### config.mk
export PLATFORM = sky130hd
export DESIGN_NAME = mux_ctrl_regs
export DESIGN_NICKNAME = d
export VERILOG_FILES = /design/src/design/mux_regs_pkg.sv /design/src/design/word_ram.sv /design/src/design/status_silo.sv /design/src/design/mux_ctrl_regs.sv
export SDC_FILE = /design/constraint.sdc
export NUM_CORES = 2
export LEC_CHECK = 0
export ABC_AREA = 1
export BUFFER_PORTS_ARGS = -buffer_cell sky130_fd_sc_hd__clkbuf_2
export CAP_MARGIN = 20
export CORE_AREA = 2 2 363 365
export CTS_BUF_LIST = sky130_fd_sc_hd__clkbuf_4 sky130_fd_sc_hd__clkbuf_8 sky130_fd_sc_hd__clkbuf_16
export DETAILED_ROUTE_END_ITERATION = 10
export DIE_AREA = 0 0 365 367
export HOLD_SLACK_MARGIN = 0.05
export PLACE_DENSITY = 0.76
export SETUP_SLACK_MARGIN = 0.05
export SLEW_MARGIN = 30
export SYNTH_ARGS = -nofsm -noshare
export SYNTH_HDL_FRONTEND = slang
export SYNTH_SLANG_ARGS = --single-unit
### constraint.sdc
create_clock -name sys_clk -period 7.76 [get_ports sys_clk]
set_input_delay 0.388 -clock sys_clk [delete_from_list [all_inputs] [get_ports sys_clk]]
set_output_delay 0.388 -clock sys_clk [all_outputs]
set_load 0.01 [all_outputs]
### src/design/mux_regs_pkg.sv
// Register map, field positions and reset values of the control/status bank.
// Assumes a 32-bit APB slave port with byte addresses on word boundaries.
package mux_regs_pkg;

	// ****************************************
	// Register byte offsets
	// ****************************************
	localparam int ADDR_W = 8;
	localparam logic [7:0] OFS_SYSTEM_CONTROL = 8'h00;
	localparam logic [7:0] OFS_LINE_CONTROL = 8'h04;
	localparam logic [7:0] OFS_STATUS_REPORT = 8'h08;
	localparam logic [7:0] OFS_RX_INT_CHAR = 8'h0c;
	localparam logic [7:0] OFS_SEC_REG_SELECT = 8'h10;
	localparam logic [7:0] OFS_IRQ_STATUS = 8'h14;
	localparam logic [7:0] OFS_IRQ_MASK = 8'h18;

	// ****************************************
	// System control fields
	// ****************************************
	localparam int SC_GO = 0;
	localparam int SC_EXT_LO = 4;
	localparam int SC_RX_IE = 6;
	localparam int SC_RX_FLAG = 7;
	localparam int SC_RX_DONE = 8;
	localparam int SC_FLAG_WE = 9;
	localparam int SC_OVF = 10;
	localparam int SC_MCLR = 11;
	localparam int SC_OVF_IE = 12;
	localparam int SC_ST_IE = 13;
	localparam int SC_ST_FLAG = 15;
	// Bits a plain host write stores
	localparam logic [15:0] SC_RW_MASK = 16'h377f;
	// Bits a master clear forces to zero
	localparam logic [15:0] SC_MCLR_MASK = 16'hbecf;

	// ****************************************
	// Line control and select fields
	// ****************************************
	localparam int LC_EXT_LO = 4;
	localparam int LC_STORE_LO = 7;
	localparam int LC_STORE_HI = 14;
	localparam int LC_STROBE = 15;
	localparam int SRS_LINE_LO = 0;
	localparam int SRS_REG_LO = 8;
	localparam int NSR_TOP = 15;

	// ****************************************
	// Interrupt status bits, sizes, resets
	// ****************************************
	localparam int IRQ_ST = 0;
	localparam int IRQ_OVF = 1;
	localparam int IRQ_RX = 2;
	localparam int IRQ_W = 3;
	localparam int SILO_DEPTH = 64;
	localparam logic [15:0] REG_RESET = 16'h0000;
	localparam logic [IRQ_W-1:0] IRQ_RESET = 3'h0;

endpackage : mux_regs_pkg

### src/design/word_ram.sv
// Small memory with one write port and a registered read port.
// Assumes read address is held steady by the caller; data lags one clock.
`timescale 1ns/100ps
`default_nettype none

module word_ram #(
	parameter int DEPTH = 256,
	parameter int WIDTH = 2
) (
	// Clock and reset
	input wire logic sys_clk,
	input wire logic reset,
	// Write port
	input wire logic wr_en,
	input wire logic [$clog2(DEPTH)-1:0] wr_addr,
	input wire logic [WIDTH-1:0] wr_data,
	// Read port
	input wire logic [$clog2(DEPTH)-1:0] rd_addr,
	output logic [WIDTH-1:0] rd_data
);

	typedef struct packed {
		logic [DEPTH-1:0][WIDTH-1:0] mem;
		logic [WIDTH-1:0] rd_r;
	} ram_s;

	ram_s s, s_nxt;

	// Next state: write then registered read of the stored word
	always_comb begin
		s_nxt = s;
		if (wr_en) begin
			s_nxt.mem[wr_addr] = wr_data;
		end
		s_nxt.rd_r = s.mem[rd_addr];
	end

	// Whole array clears on reset so reads are never unknown
	always_ff @(posedge sys_clk) begin
		if (reset) begin
			s <= '0;
		end else begin
			s <= s_nxt;
		end
	end

	assign rd_data = s.rd_r;

endmodule : word_ram

`default_nettype wire

### src/design/status_silo.sv
// First-in first-out store for transmit status entries.
// Assumes DEPTH is a power of two; a push while full is dropped.
`timescale 1ns/100ps
`default_nettype none

module status_silo #(
	parameter int DEPTH = 64,
	parameter int WIDTH = 16
) (
	// Clock and reset
	input wire logic sys_clk,
	input wire logic reset,
	// Filling side
	input wire logic push,
	input wire logic [WIDTH-1:0] push_data,
	// Draining side
	input wire logic pop,
	output logic [WIDTH-1:0] head_data,
	output logic empty,
	output logic full
);

	localparam int PW = $clog2(DEPTH);

	typedef struct packed {
		logic [DEPTH-1:0][WIDTH-1:0] mem;
		logic [PW-1:0] wr_ptr;
		logic [PW-1:0] rd_ptr;
		logic [PW:0] count;
		logic [WIDTH-1:0] head_r;
		logic empty_r;
		logic full_r;
	} silo_s;

	silo_s s, s_nxt;
	logic do_push;
	logic do_pop;

	// Pointer and count update; head shows the oldest entry at once
	always_comb begin
		s_nxt = s;
		do_push = push & ~s.full_r;
		do_pop = pop & ~s.empty_r;
		if (do_push) begin
			s_nxt.mem[s.wr_ptr] = push_data;
		end
		s_nxt.wr_ptr = s.wr_ptr + PW'(do_push);
		s_nxt.rd_ptr = s.rd_ptr + PW'(do_pop);
		s_nxt.count = s.count + (PW+1)'(do_push) - (PW+1)'(do_pop);
		s_nxt.head_r = s_nxt.mem[s_nxt.rd_ptr];
		s_nxt.empty_r = (s_nxt.count == '0);
		s_nxt.full_r = (s_nxt.count == (PW+1)'(DEPTH));
	end

	always_ff @(posedge sys_clk) begin
		if (reset) begin
			s <= '0;
			s.empty_r <= 1'b1;
		end else begin
			s <= s_nxt;
		end
	end

	assign head_data = s.head_r;
	assign empty = s.empty_r;
	assign full = s.full_r;

endmodule : status_silo

`default_nettype wire

### src/design/mux_ctrl_regs.sv
// Control and status register bank of the multiplexer, reached over APB.
// Assumes the internal microprocessor drives its strobes synchronously
// to sys_clk, one cycle per event.
//
// Behaviour
// Full status silo sets overflow flag
// Overflow flag interrupts only when enabled
// Overflow enable is read/write, reset clears
// Master clear zeroes listed control bits
// Master clear empties receive silo, self-clears
// Status enable gates status flag interrupt
// Each status entry sets status flag
// Reading status report clears status flag
// Status flag writable only with write enable
// Line control bits 4-5 show extended address
// Select register picks displayed secondary register
// Receive flag writable only with write enable; a system control write with bit 8 set clears it without the enable
// One vector B request for enabled conditions
`timescale 1ns/100ps
`default_nettype none

module mux_ctrl_regs
	import mux_regs_pkg::*;
#(
	parameter int DEPTH = SILO_DEPTH
) (
	// Clock and reset
	input wire logic sys_clk,
	input wire logic reset,
	// APB slave
	input wire logic psel,
	input wire logic penable,
	input wire logic pwrite,
	input wire logic [ADDR_W-1:0] paddr,
	input wire logic [31:0] pwdata,
	output logic [31:0] prdata,
	output logic pready,
	output logic pslverr,
	// Microprocessor events
	input wire logic status_push,
	input wire logic [15:0] status_data,
	input wire logic rx_int_set,
	input wire logic ric_load,
	input wire logic [15:0] ric_data,
	// Extended address store
	input wire logic ext_wr,
	input wire logic [3:0] ext_wr_line,
	input wire logic [3:0] ext_wr_reg,
	input wire logic [1:0] ext_wr_bits,
	// Control outputs
	output logic uproc_go,
	output logic [1:0] ext_addr_hi,
	output logic [7:0] line_ctrl_bits,
	output logic line_strobe,
	output logic rx_silo_clear,
	// Interrupts
	output logic vector_a_req,
	output logic vector_b_req,
	output logic irq
);

	// ****************************************
	// State
	// ****************************************
	typedef struct packed {
		logic [15:0] system_control_r;
		logic [15:0] line_control_r;
		logic [15:0] ric_r;
		logic [15:0] srs_r;
		logic [IRQ_W-1:0] irq_status_r;
		logic [IRQ_W-1:0] irq_mask_r;
		logic [IRQ_W-1:0] irq_seen_r;
		logic nsr_seen_r;
		logic nsr_hide_r;
		logic [31:0] prdata_r;
		logic pready_r;
		logic pslverr_r;
		logic strobe_r;
		logic rx_clr_r;
		logic vec_a_r;
		logic vec_b_r;
		logic irq_r;
	} regs_s;

	regs_s s, s_nxt;

	logic [15:0] silo_head;
	logic silo_empty;
	logic silo_full;
	logic silo_pop;
	logic [1:0] ext_rd_bits;
	logic [7:0] ext_rd_addr;

	// ****************************************
	// Storage blocks
	// ****************************************

	// Transmit status entries queued for the host
	status_silo #(
		.DEPTH(DEPTH),
		.WIDTH(16)
	) u_silo (
		.sys_clk(sys_clk),
		.reset(reset),
		.push(status_push),
		.push_data(status_data),
		.pop(silo_pop),
		.head_data(silo_head),
		.empty(silo_empty),
		.full(silo_full)
	);

	// Displayed register is picked by line and register select fields
	assign ext_rd_addr = {s.srs_r[SRS_REG_LO +: 4], s.srs_r[SRS_LINE_LO +: 4]};

	// Bits 16-17 of every secondary register, line by register
	word_ram #(
		.DEPTH(256),
		.WIDTH(2)
	) u_ext (
		.sys_clk(sys_clk),
		.reset(reset),
		.wr_en(ext_wr),
		.wr_addr({ext_wr_reg, ext_wr_line}),
		.wr_data(ext_wr_bits),
		.rd_addr(ext_rd_addr),
		.rd_data(ext_rd_bits)
	);

	// ****************************************
	// Bus decode
	// ****************************************
	logic in_access;
	logic commit;
	logic wr_commit;
	logic rd_commit;
	logic hit;
	logic [15:0] rd_word;

	// One wait state: read data settles before pready rises
	assign in_access = psel & penable & ~s.pready_r;
	assign commit = psel & penable & s.pready_r;
	assign wr_commit = commit & pwrite;
	assign rd_commit = commit & ~pwrite;

	// Read multiplexer, sampled in the first access cycle
	always_comb begin
		hit = 1'b1;
		rd_word = 16'h0000;
		case (paddr)
			OFS_SYSTEM_CONTROL: begin
				rd_word = s.system_control_r;
			end
			OFS_LINE_CONTROL: begin
				rd_word[LC_EXT_LO +: 2] = ext_rd_bits;
			end
			OFS_STATUS_REPORT: begin
				rd_word = silo_empty ? 16'h0000 : silo_head;
				if (s.nsr_hide_r) begin
					rd_word[NSR_TOP] = 1'b0;
				end
			end
			OFS_RX_INT_CHAR: begin
				rd_word = s.ric_r;
			end
			OFS_SEC_REG_SELECT: begin
				rd_word = s.srs_r;
			end
			OFS_IRQ_STATUS: begin
				rd_word[IRQ_W-1:0] = s.irq_status_r;
			end
			OFS_IRQ_MASK: begin
				rd_word[IRQ_W-1:0] = s.irq_mask_r;
			end
			default: begin
				hit = 1'b0;
			end
		endcase
	end

	// Only an entry the host actually saw is removed
	assign silo_pop = rd_commit & (paddr == OFS_STATUS_REPORT) & s.nsr_seen_r;

	// ****************************************
	// Next state
	// ****************************************
	logic mclr;
	logic [15:0] sc;
	logic [IRQ_W-1:0] ev;

	always_comb begin
		s_nxt = s;
		mclr = 1'b0;
		sc = s.system_control_r;
		ev = '0;
		s_nxt.strobe_r = 1'b0;
		s_nxt.rx_clr_r = 1'b0;

		// APB handshake and read capture
		s_nxt.pready_r = in_access;
		s_nxt.pslverr_r = in_access & ~hit;
		if (in_access) begin
			s_nxt.prdata_r = {16'h0000, rd_word};
			s_nxt.irq_seen_r = s.irq_status_r;
			s_nxt.nsr_seen_r = ~silo_empty;
		end

		// System control write; bit 11 acts but is never stored
		if (wr_commit && paddr == OFS_SYSTEM_CONTROL) begin
			sc = (sc & ~SC_RW_MASK) | (pwdata[15:0] & SC_RW_MASK);
			if (s.system_control_r[SC_FLAG_WE]) begin
				sc[SC_ST_FLAG] = pwdata[SC_ST_FLAG];
				sc[SC_RX_FLAG] = pwdata[SC_RX_FLAG];
			end
			if (pwdata[SC_RX_DONE]) begin
				sc[SC_RX_FLAG] = 1'b0;
			end
			mclr = pwdata[SC_MCLR];
		end

		// Line control write; bit 15 strobes and clears itself
		if (wr_commit && paddr == OFS_LINE_CONTROL) begin
			s_nxt.line_control_r[LC_STORE_HI:LC_STORE_LO] = pwdata[LC_STORE_HI:LC_STORE_LO];
			s_nxt.strobe_r = pwdata[LC_STROBE];
		end

		// Select and mask registers
		if (wr_commit && paddr == OFS_SEC_REG_SELECT) begin
			s_nxt.srs_r = pwdata[15:0];
		end
		if (wr_commit && paddr == OFS_IRQ_MASK) begin
			s_nxt.irq_mask_r = pwdata[IRQ_W-1:0];
		end

		// Reading the status report drops its flag and any hidden top bit
		if (rd_commit && paddr == OFS_STATUS_REPORT) begin
			sc[SC_ST_FLAG] = 1'b0;
			if (s.nsr_seen_r) begin
				s_nxt.nsr_hide_r = 1'b0;
			end
		end

		// Master clear
		if (mclr) begin
			sc = sc & ~SC_MCLR_MASK;
			s_nxt.ric_r = REG_RESET;
			s_nxt.line_control_r[LC_STORE_HI:LC_STORE_LO] = 8'h00;
			s_nxt.nsr_hide_r = 1'b1;
			s_nxt.rx_clr_r = 1'b1;
		end

		// Receive character capture from the microprocessor
		if (ric_load) begin
			s_nxt.ric_r = ric_data;
		end

		// Hardware sets come last so they win over any clear
		if (status_push) begin
			sc[SC_ST_FLAG] = 1'b1;
			ev[IRQ_ST] = 1'b1;
		end
		if (silo_full) begin
			ev[IRQ_OVF] = ~s.system_control_r[SC_OVF];
			sc[SC_OVF] = 1'b1;
		end
		if (rx_int_set) begin
			sc[SC_RX_FLAG] = 1'b1;
			ev[IRQ_RX] = 1'b1;
		end
		s_nxt.system_control_r = sc;

		// Sticky interrupt status: read clears what was reported
		if (rd_commit && paddr == OFS_IRQ_STATUS) begin
			s_nxt.irq_status_r = s.irq_status_r & ~s.irq_seen_r;
		end
		s_nxt.irq_status_r = s_nxt.irq_status_r | ev;

		// Vector requests from the gated flags
		s_nxt.vec_a_r = sc[SC_RX_FLAG] & sc[SC_RX_IE];
		s_nxt.vec_b_r = (sc[SC_OVF] & sc[SC_OVF_IE])
			| (sc[SC_ST_FLAG] & sc[SC_ST_IE]);
		s_nxt.irq_r = |(s_nxt.irq_status_r & s_nxt.irq_mask_r);
	end

	// ****************************************
	// Registers
	// ****************************************

	// Initialize clears every control and flag bit
	always_ff @(posedge sys_clk) begin
		if (reset) begin
			s <= '0;
			s.system_control_r <= REG_RESET;
			s.irq_status_r <= IRQ_RESET;
			s.irq_mask_r <= IRQ_RESET;
		end else begin
			s <= s_nxt;
		end
	end

	// ****************************************
	// Outputs
	// ****************************************
	assign prdata = s.prdata_r;
	assign pready = s.pready_r;
	assign pslverr = s.pslverr_r;
	assign uproc_go = s.system_control_r[SC_GO];
	assign ext_addr_hi = s.system_control_r[SC_EXT_LO +: 2];
	assign line_ctrl_bits = s.line_control_r[LC_STORE_HI:LC_STORE_LO];
	assign line_strobe = s.strobe_r;
	assign rx_silo_clear = s.rx_clr_r;
	assign vector_a_req = s.vec_a_r;
	assign vector_b_req = s.vec_b_r;
	assign irq = s.irq_r;

endmodule : mux_ctrl_regs

`default_nettype wire

---- Word-level counts from Yosys, hierarchy flattened ----
Cells that the tools add are included.
cells by class
  add/subtract/negate cells ............... 4
  $lt $le $gt $ge ......................... 6
  equal/unequal tests ..................... 7
  multiplexer cells ....................... 39
  bitwise logic cells ..................... 26
  reduce and logical (&&, ||, !) cells .... 18
operators by type and width
  cell                                                        number
  bitwise mux 1024 bit                                        1
  two-way mux 1024 bit                                        1
  bitwise mux 512 bit                                         1
  two-way mux 16 bit                                          7
  binary-select mux 16 bit (select 6 bit)                     1
  demux 16 bit (select 6 bit)                                 1
  case mux 10 bit (4 select lines)                            1
  equality test 8 x 5 -> 1 bit, second input constant         3
  less-than comparator 8 x 9 -> 1 bit, second input constant  2
  case mux 3 bit (6 select lines)                             1
  two-way mux 1 bit                                           17
  binary-select mux 2 bit (select 8 bit)                      1
  demux 2 bit (select 8 bit)                                  1
  equality test 8 x 4 -> 1 bit, second input constant         2
  bitwise OR 16 x 14 -> 16 bit                                1
  less-than comparator 6 x 7 -> 1 bit, second input constant  2
  bitwise AND 1 bit                                           13
  adder 6 x 1 -> 6 bit                                        2
  case mux 2 bit (5 select lines)                             1
  equality test 8 x 3 -> 1 bit, second input constant         1
  >= comparator 8 x 1 -> 1 bit, second input constant         1
  logical AND 1 bit                                           8
  zero test 8 bit                                             1
  adder 7 x 1 -> 7 bit                                        1
  17 further kinds                                            29
word-level totals
  flip-flop bits (word level) ............. 1665
  output and inout bits ................... 50

---- Depth between registers and ports, before layout ----
  word-level depth ........................ 10
  depth in mapped cells ................... 19
  gate-level depth less buffers ........... 18

---- By module ----
From an unflattened synthesis, not the netlist that was laid out.
second synthesis, totals
  cell total of the unflattened synthesis .. 11687
  area, all modules ....................... 77991.0 um^2
modules (own cells, without submodules)
  module         times used  cells each  area an instance (um^2)
  status_silo    1           7043        48559.1
  word_ram       1           3993        25036.5
  mux_ctrl_regs  1           651         4395.5

---- Least setup slack after synthesis ----
No wires, ideal clock.
  path type ............................... register to register
  start point ............................. register s (netlist bit pready)
  end point ............................... register u_silo.s (netlist bit u_silo.head_data[10])
  data arrival time ....................... 2.596 ns
  required time ........................... 7.690 ns
  slack ................................... 5.093 ns
  cell stages (with the launch flop) ...... 18
  clock period less this slack ............ 2.667 ns
  cells stage by stage .................... dfxtp_1 > nand3_1 > nor2_1 > inv_1 > nor2_4 > nand4_4 > inv_2 > ha_1 > clkbuf_1 > clkinv_1 > clkbuf_1 > clkbuf_1 > nand3_1 > nand3_1 > nand3_1 > nand3_1 > nand3_1 > a21oi_1
RTL lines
  what                    line                  text
  from (decl)             mux_ctrl_regs.sv:85   regs_s s, s_nxt;
  from (signal assigned)  mux_ctrl_regs.sv:297  s <= s_nxt;
  to (signal assigned)    status_silo.sv:60     s <= s_nxt;
  to (decl)               status_silo.sv:35     silo_s s, s_nxt;

---- Final worst setup path ----
  start point ............................. register s (netlist bit pready)
  end point ............................... register u_silo.s (netlist bit u_silo.head_data[4])
between the ends
  cells in the longest elaborated chain, start to end .. 8
ends and longest elaborated chain
  what                                      line                  text
  bitwise AND 1 bit                         mux_ctrl_regs.sv:142  assign commit = psel & penable & s.pready_r;
  bitwise AND 1 bit                         mux_ctrl_regs.sv:144  assign rd_commit = commit & ~pwrite;
  bitwise AND 1 bit (2 in series)           mux_ctrl_regs.sv:182  assign silo_pop = rd_commit & (paddr == OFS_STATUS_REPORT) & s.nsr_seen_r;
  bitwise AND 1 bit                         status_silo.sv:43     do_pop = pop & ~s.empty_r;
  adder 6 x 1 -> 6 bit                      status_silo.sv:48     s_nxt.rd_ptr = s.rd_ptr + PW'(do_pop);
  binary-select mux 16 bit (select 6 bit)   status_silo.sv:50     s_nxt.head_r = s_nxt.mem[s_nxt.rd_ptr];
  two-way mux 16 bit (not written as such)  status_silo.sv:50
Every way passes these cells. The select of a mux whose other input is x is not followed.
A chain may end at the register's enable or synchronous reset.

==> results.sh <==
export IMPL_placedInstanceArea_um2=77600
export IMPL_global_route_wire_length_before_repair_mm=405
export IMPL_worst_setup_path_startpoint="pready"
export IMPL_final_setup_skew_ps=32.0
export IMPL_design_core_area_um2=130000
export IMPL_cts_tree="yes"
export IMPL_cp_slowest_cell="buf_4"
export IMPL_cp_cell_sequence="nand3_1, nor2_1, inv_1, nor2_4, nand4_2, buf_4, nand2_8, buf_4, buf_4, nand2_1, o211ai_1, nand3_1, nand3_1, nand3_1, nand3_1, nand2_1"
export IMPL_leakagePower_uw=0.0334
export IMPL_drc=0
export IMPL_grt_start_max_net_pins=197
export IMPL_post_cts_resized_instances=0
export IMPL_vdd_ir_drop_max_uv=212
export IMPL_clk_root_buffer_cell="clkbuf_16"
export IMPL_die_height_um=367
export IMPL_net_switching_power_uw=4520
export IMPL_power_clock_fraction_pct=47.0
export IMPL_post_synth_inst_count=11400
export IMPL_crit_path_max_fanout=116
export IMPL_comb_power_share_pct=6.1
export IMPL_nFillCells=11600
export IMPL_htree_levels=4
export IMPL_maxCapViolations=0
export IMPL_placementRows=133
export IMPL_min_delay_path_class="primary input to flop"
export IMPL_fp_dieArea_um2=134000
export IMPL_p_int_uw=13900
export IMPL_seq_power_share_pct=47.0
export IMPL_place_ws_ps=2860
export IMPL_register_clock_pin_slew_on_the_reported_worst_setup_and_hold_paths_ps=60
export IMPL_floorplan_initialDensity_pct=59.5
export IMPL_max_slew_margin_rel_pct=18.3
export IMPL_hold_viol_final=0
export IMPL_netlist_area_um2=77600
export IMPL_fraction_of_registers_with_async_set_reset_pct=0
export IMPL_post_synth_top_count_cell="nor2_1"
export IMPL_register_area_um2=33300
export IMPL_worst_endpoint_required_ps=8450
export IMPL_synthToLayoutAreaGrowth_pct=8.36
export IMPL_nNetsFinal=11000
export IMPL_outcome="completed"
export IMPL_grt_remaining_overflow=0
export IMPL_setup_fix_bufs_post_cts=0
export IMPL_synth_flop_cell="dfxtp_1"
export IMPL_drive_gt1_share_pct=7.01
export IMPL_hold_path_startpoint="paddr[2]"
export IMPL_layout_setup_ws_ps=2660
export IMPL_critPathCaptureType="flop"
export IMPL_fmax_mhz=196
export IMPL_worstReg2RegStart="pready"
export IMPL_synth_area_per_cell_um2=6.83
export IMPL_critical_path_startpoint_type="flop"
export IMPL_yosys_warnings=0
export IMPL_cts_buffers_inserted=173
export IMPL_dr_pass1_iters=8
export IMPL_finalSetupViolCount=0
export IMPL_worst_setup_path_type="flop to flop"
export IMPL_cts_hold_buf=56
export IMPL_synth_ff_latch_count=1663
export IMPL_finalWeightedCongestion=0.965
export IMPL_synth_top_cells_by_area="dfxtp_1 (43%), nor2_1 (13%), o21ai_0 (7.8%), nand2_1 (7.6%), nand3_1 (5.9%)"
export IMPL_distinct_cell_type_count_after_synthesis=58
export IMPL_yosysTopAreaCellShare_pct=42.9
export IMPL_cp_data_arrival_time_ps=5800
export IMPL_vias=77300
export IMPL_final_max_slew_violation_count=0
export IMPL_die_w_um=365
export IMPL_first_global_vias=72400
export IMPL_placed_cells=12500
export IMPL_final_design_area_no_fill_um2=84100
export IMPL_post_route_period_util_pct=65.8
export IMPL_cts_root_to_sink_buffers=3
export IMPL_grt_setup_unrepaired="no"
export IMPL_port_buffer_count=108
export IMPL_count_of_routing_violations_after_the_opening_detailed_route_iteration=9960
export IMPL_pin_count=141
export IMPL_setup_tns_final_ps=0
export IMPL_mean_routed_wirelength_per_cell_um=20.6
export IMPL_synth_common_cells="nor2_1 (2739), dfxtp_1 (1663), nand2_1 (1581)"
export IMPL_crit_path_frequent_cell="nand3_1"
export IMPL_grt_antenna_before_repair=6
export IMPL_multi_input_comb_area_um2=36500
export IMPL_netlist_top_cell_by_area="dfxtp_1"
export IMPL_power_density_cell_area_nw_per_um2=219
export IMPL_insertion_delay_ps=820
export IMPL_vias_per_cell=6.03
export IMPL_post_layout_nonfiller_instances=12800
export IMPL_worstMarginPinSlew_ps=1230
export IMPL_p_sw_share_pct=24.6
export IMPL_synth_edf_count=0
export IMPL_drt_wl_total_mm=264
export IMPL_fin_util_pct=64.4
export IMPL_place_detailed_hpwl_mm=156
export IMPL_timing_final_crit_period_ps=5100
export IMPL_clock_sinks=1663
export IMPL_antenna_violating_nets_post_route=0
export IMPL_global_route_usage_total_pct=38.1
export IMPL_synth_yosys_seq_area_share_pct=42.9
export IMPL_worst_path_largest_cell_delay_ps=740
==> through the flow <==
stage	hold slack, ps	power, µW
after global placement	440	9860
final	109	18400
after CTS	75.0	18400
after detailed placement	449	9880
after global routing	142	18800
after floorplan	425	9460
==> critical path, delay by kind of cell (launching register included) <==
kind,cells,cell delay [ps]
DFF,1,350
and+or+nand+nor,11,2510
buffers and inverters,4,1750
AOI/OAI and AO/OA,1,130
==> power groups by stage <==
stage / registers [µW] / clock network, µW / logic (µW)
finish: 8650 / 8650 / 1110
global route: 8650 / 9030 / 1150
CTS: 8650 / 8680 / 1070
detailed placement: 8840 / 0 / 1040
global placement: 8840 / 0 / 1020
floorplan: 8810 / 0 / 648
==> area by class of cell <==
| type | count | area share, % |
|---|---|---|
| repair buffers | 272 | 2.49 |
| multi-input cells | 7760 | 43.4 |
| diodes | 1 | 0.00298 |
| flip-flops and latches | 1663 | 39.6 |
| inverters | 1060 | 4.79 |
| well taps | 1755 | 2.61 |
| clock inverters | 46 | 0.650 |
| clock buffers | 268 | 6.43 |
==> metal layers <==
layer | part of all wire (%) | GRT usage [%] | up-vias
met5 | 0.011 | 0 | -
met4 | 8.1 | 27.7 | 6
met3 | 11 | 7.87 | 1018
met2 | 44 | 59.1 | 4357
met1 | 37 | 46.9 | 36100
li1 | - | - | 35900
==> flip-flops by register name, indices dropped and copies added, names as in the netlist, 2 cells and up <==
signal	cells
u_silo.head_data	16
s	46
u_ext.rd_data	2
line_ctrl_bits	8
u_ext.s	512
ext_rd_addr	8
ext_addr_hi	2
u_silo.s	1043
prdata	16
==> path summary, 6_finish.rpt <==
path	slack, ps	end	cells past startpoint
setup / recovery	2660	u_silo.head_data[4]	16
hold / removal	110	prdata[0]	5
setup reg to reg	2660	u_silo.head_data[4]	16
hold reg to reg	460	s[40]	1
==> cell usage in the layout, fill, tap and decap left out, types with 9 or more instances in the layout <==
cell type / synthesis / routed
a21oi_1: 141 / 141
a22oi_1: 445 / 445
a22oi_2: 25 / 25
buf_12: 0 / 11
buf_4: 55 / 92
clkbuf_16: 0 / 177
clkbuf_2: 2 / 105
clkbuf_4: 2 / 44
clkbuf_8: 0 / 49
clkinv_1: 13 / 12
clkinv_2: 1 / 28
conb_1: 1 / 16
dfxtp_1: 1663 / 1660
dlygate4sd3_1: 0 / 56
inv_1: 1002 / 987
inv_2: 39 / 47
nand2_1: 1581 / 1569
nand2_2: 38 / 48
nand2_4: 9 / 10
nand3_1: 912 / 912
nand3_2: 10 / 10
nand3_4: 9 / 9
nor2_1: 2739 / 2739
nor2_2: 22 / 22
nor2_4: 35 / 35
nor3_1: 9 / 9
o211ai_1: 195 / 195
o21ai_0: 1203 / 1203
o21ai_1: 109 / 109
o22ai_1: 170 / 170
o31ai_1: 10 / 10
==> logic make-up (layout without fill, tap and decap cells) <==
group,Yosys count,count (layout),share of synthesized area (%)
AOI/OAI and AO/OA,2336,2336,17.9
xor gates and xnor gates,9,9,0.126
adders and majority gates,10,10,0.171
buffers and inverters,1950,1646,10.2
DFF,1663,1663,42.9
muxes,3,3,0.0387
other,1,17,0.00483
and+or+nand+nor,5386,5386,28.6
No activity file was read; power rests on OpenSTA's default activity.
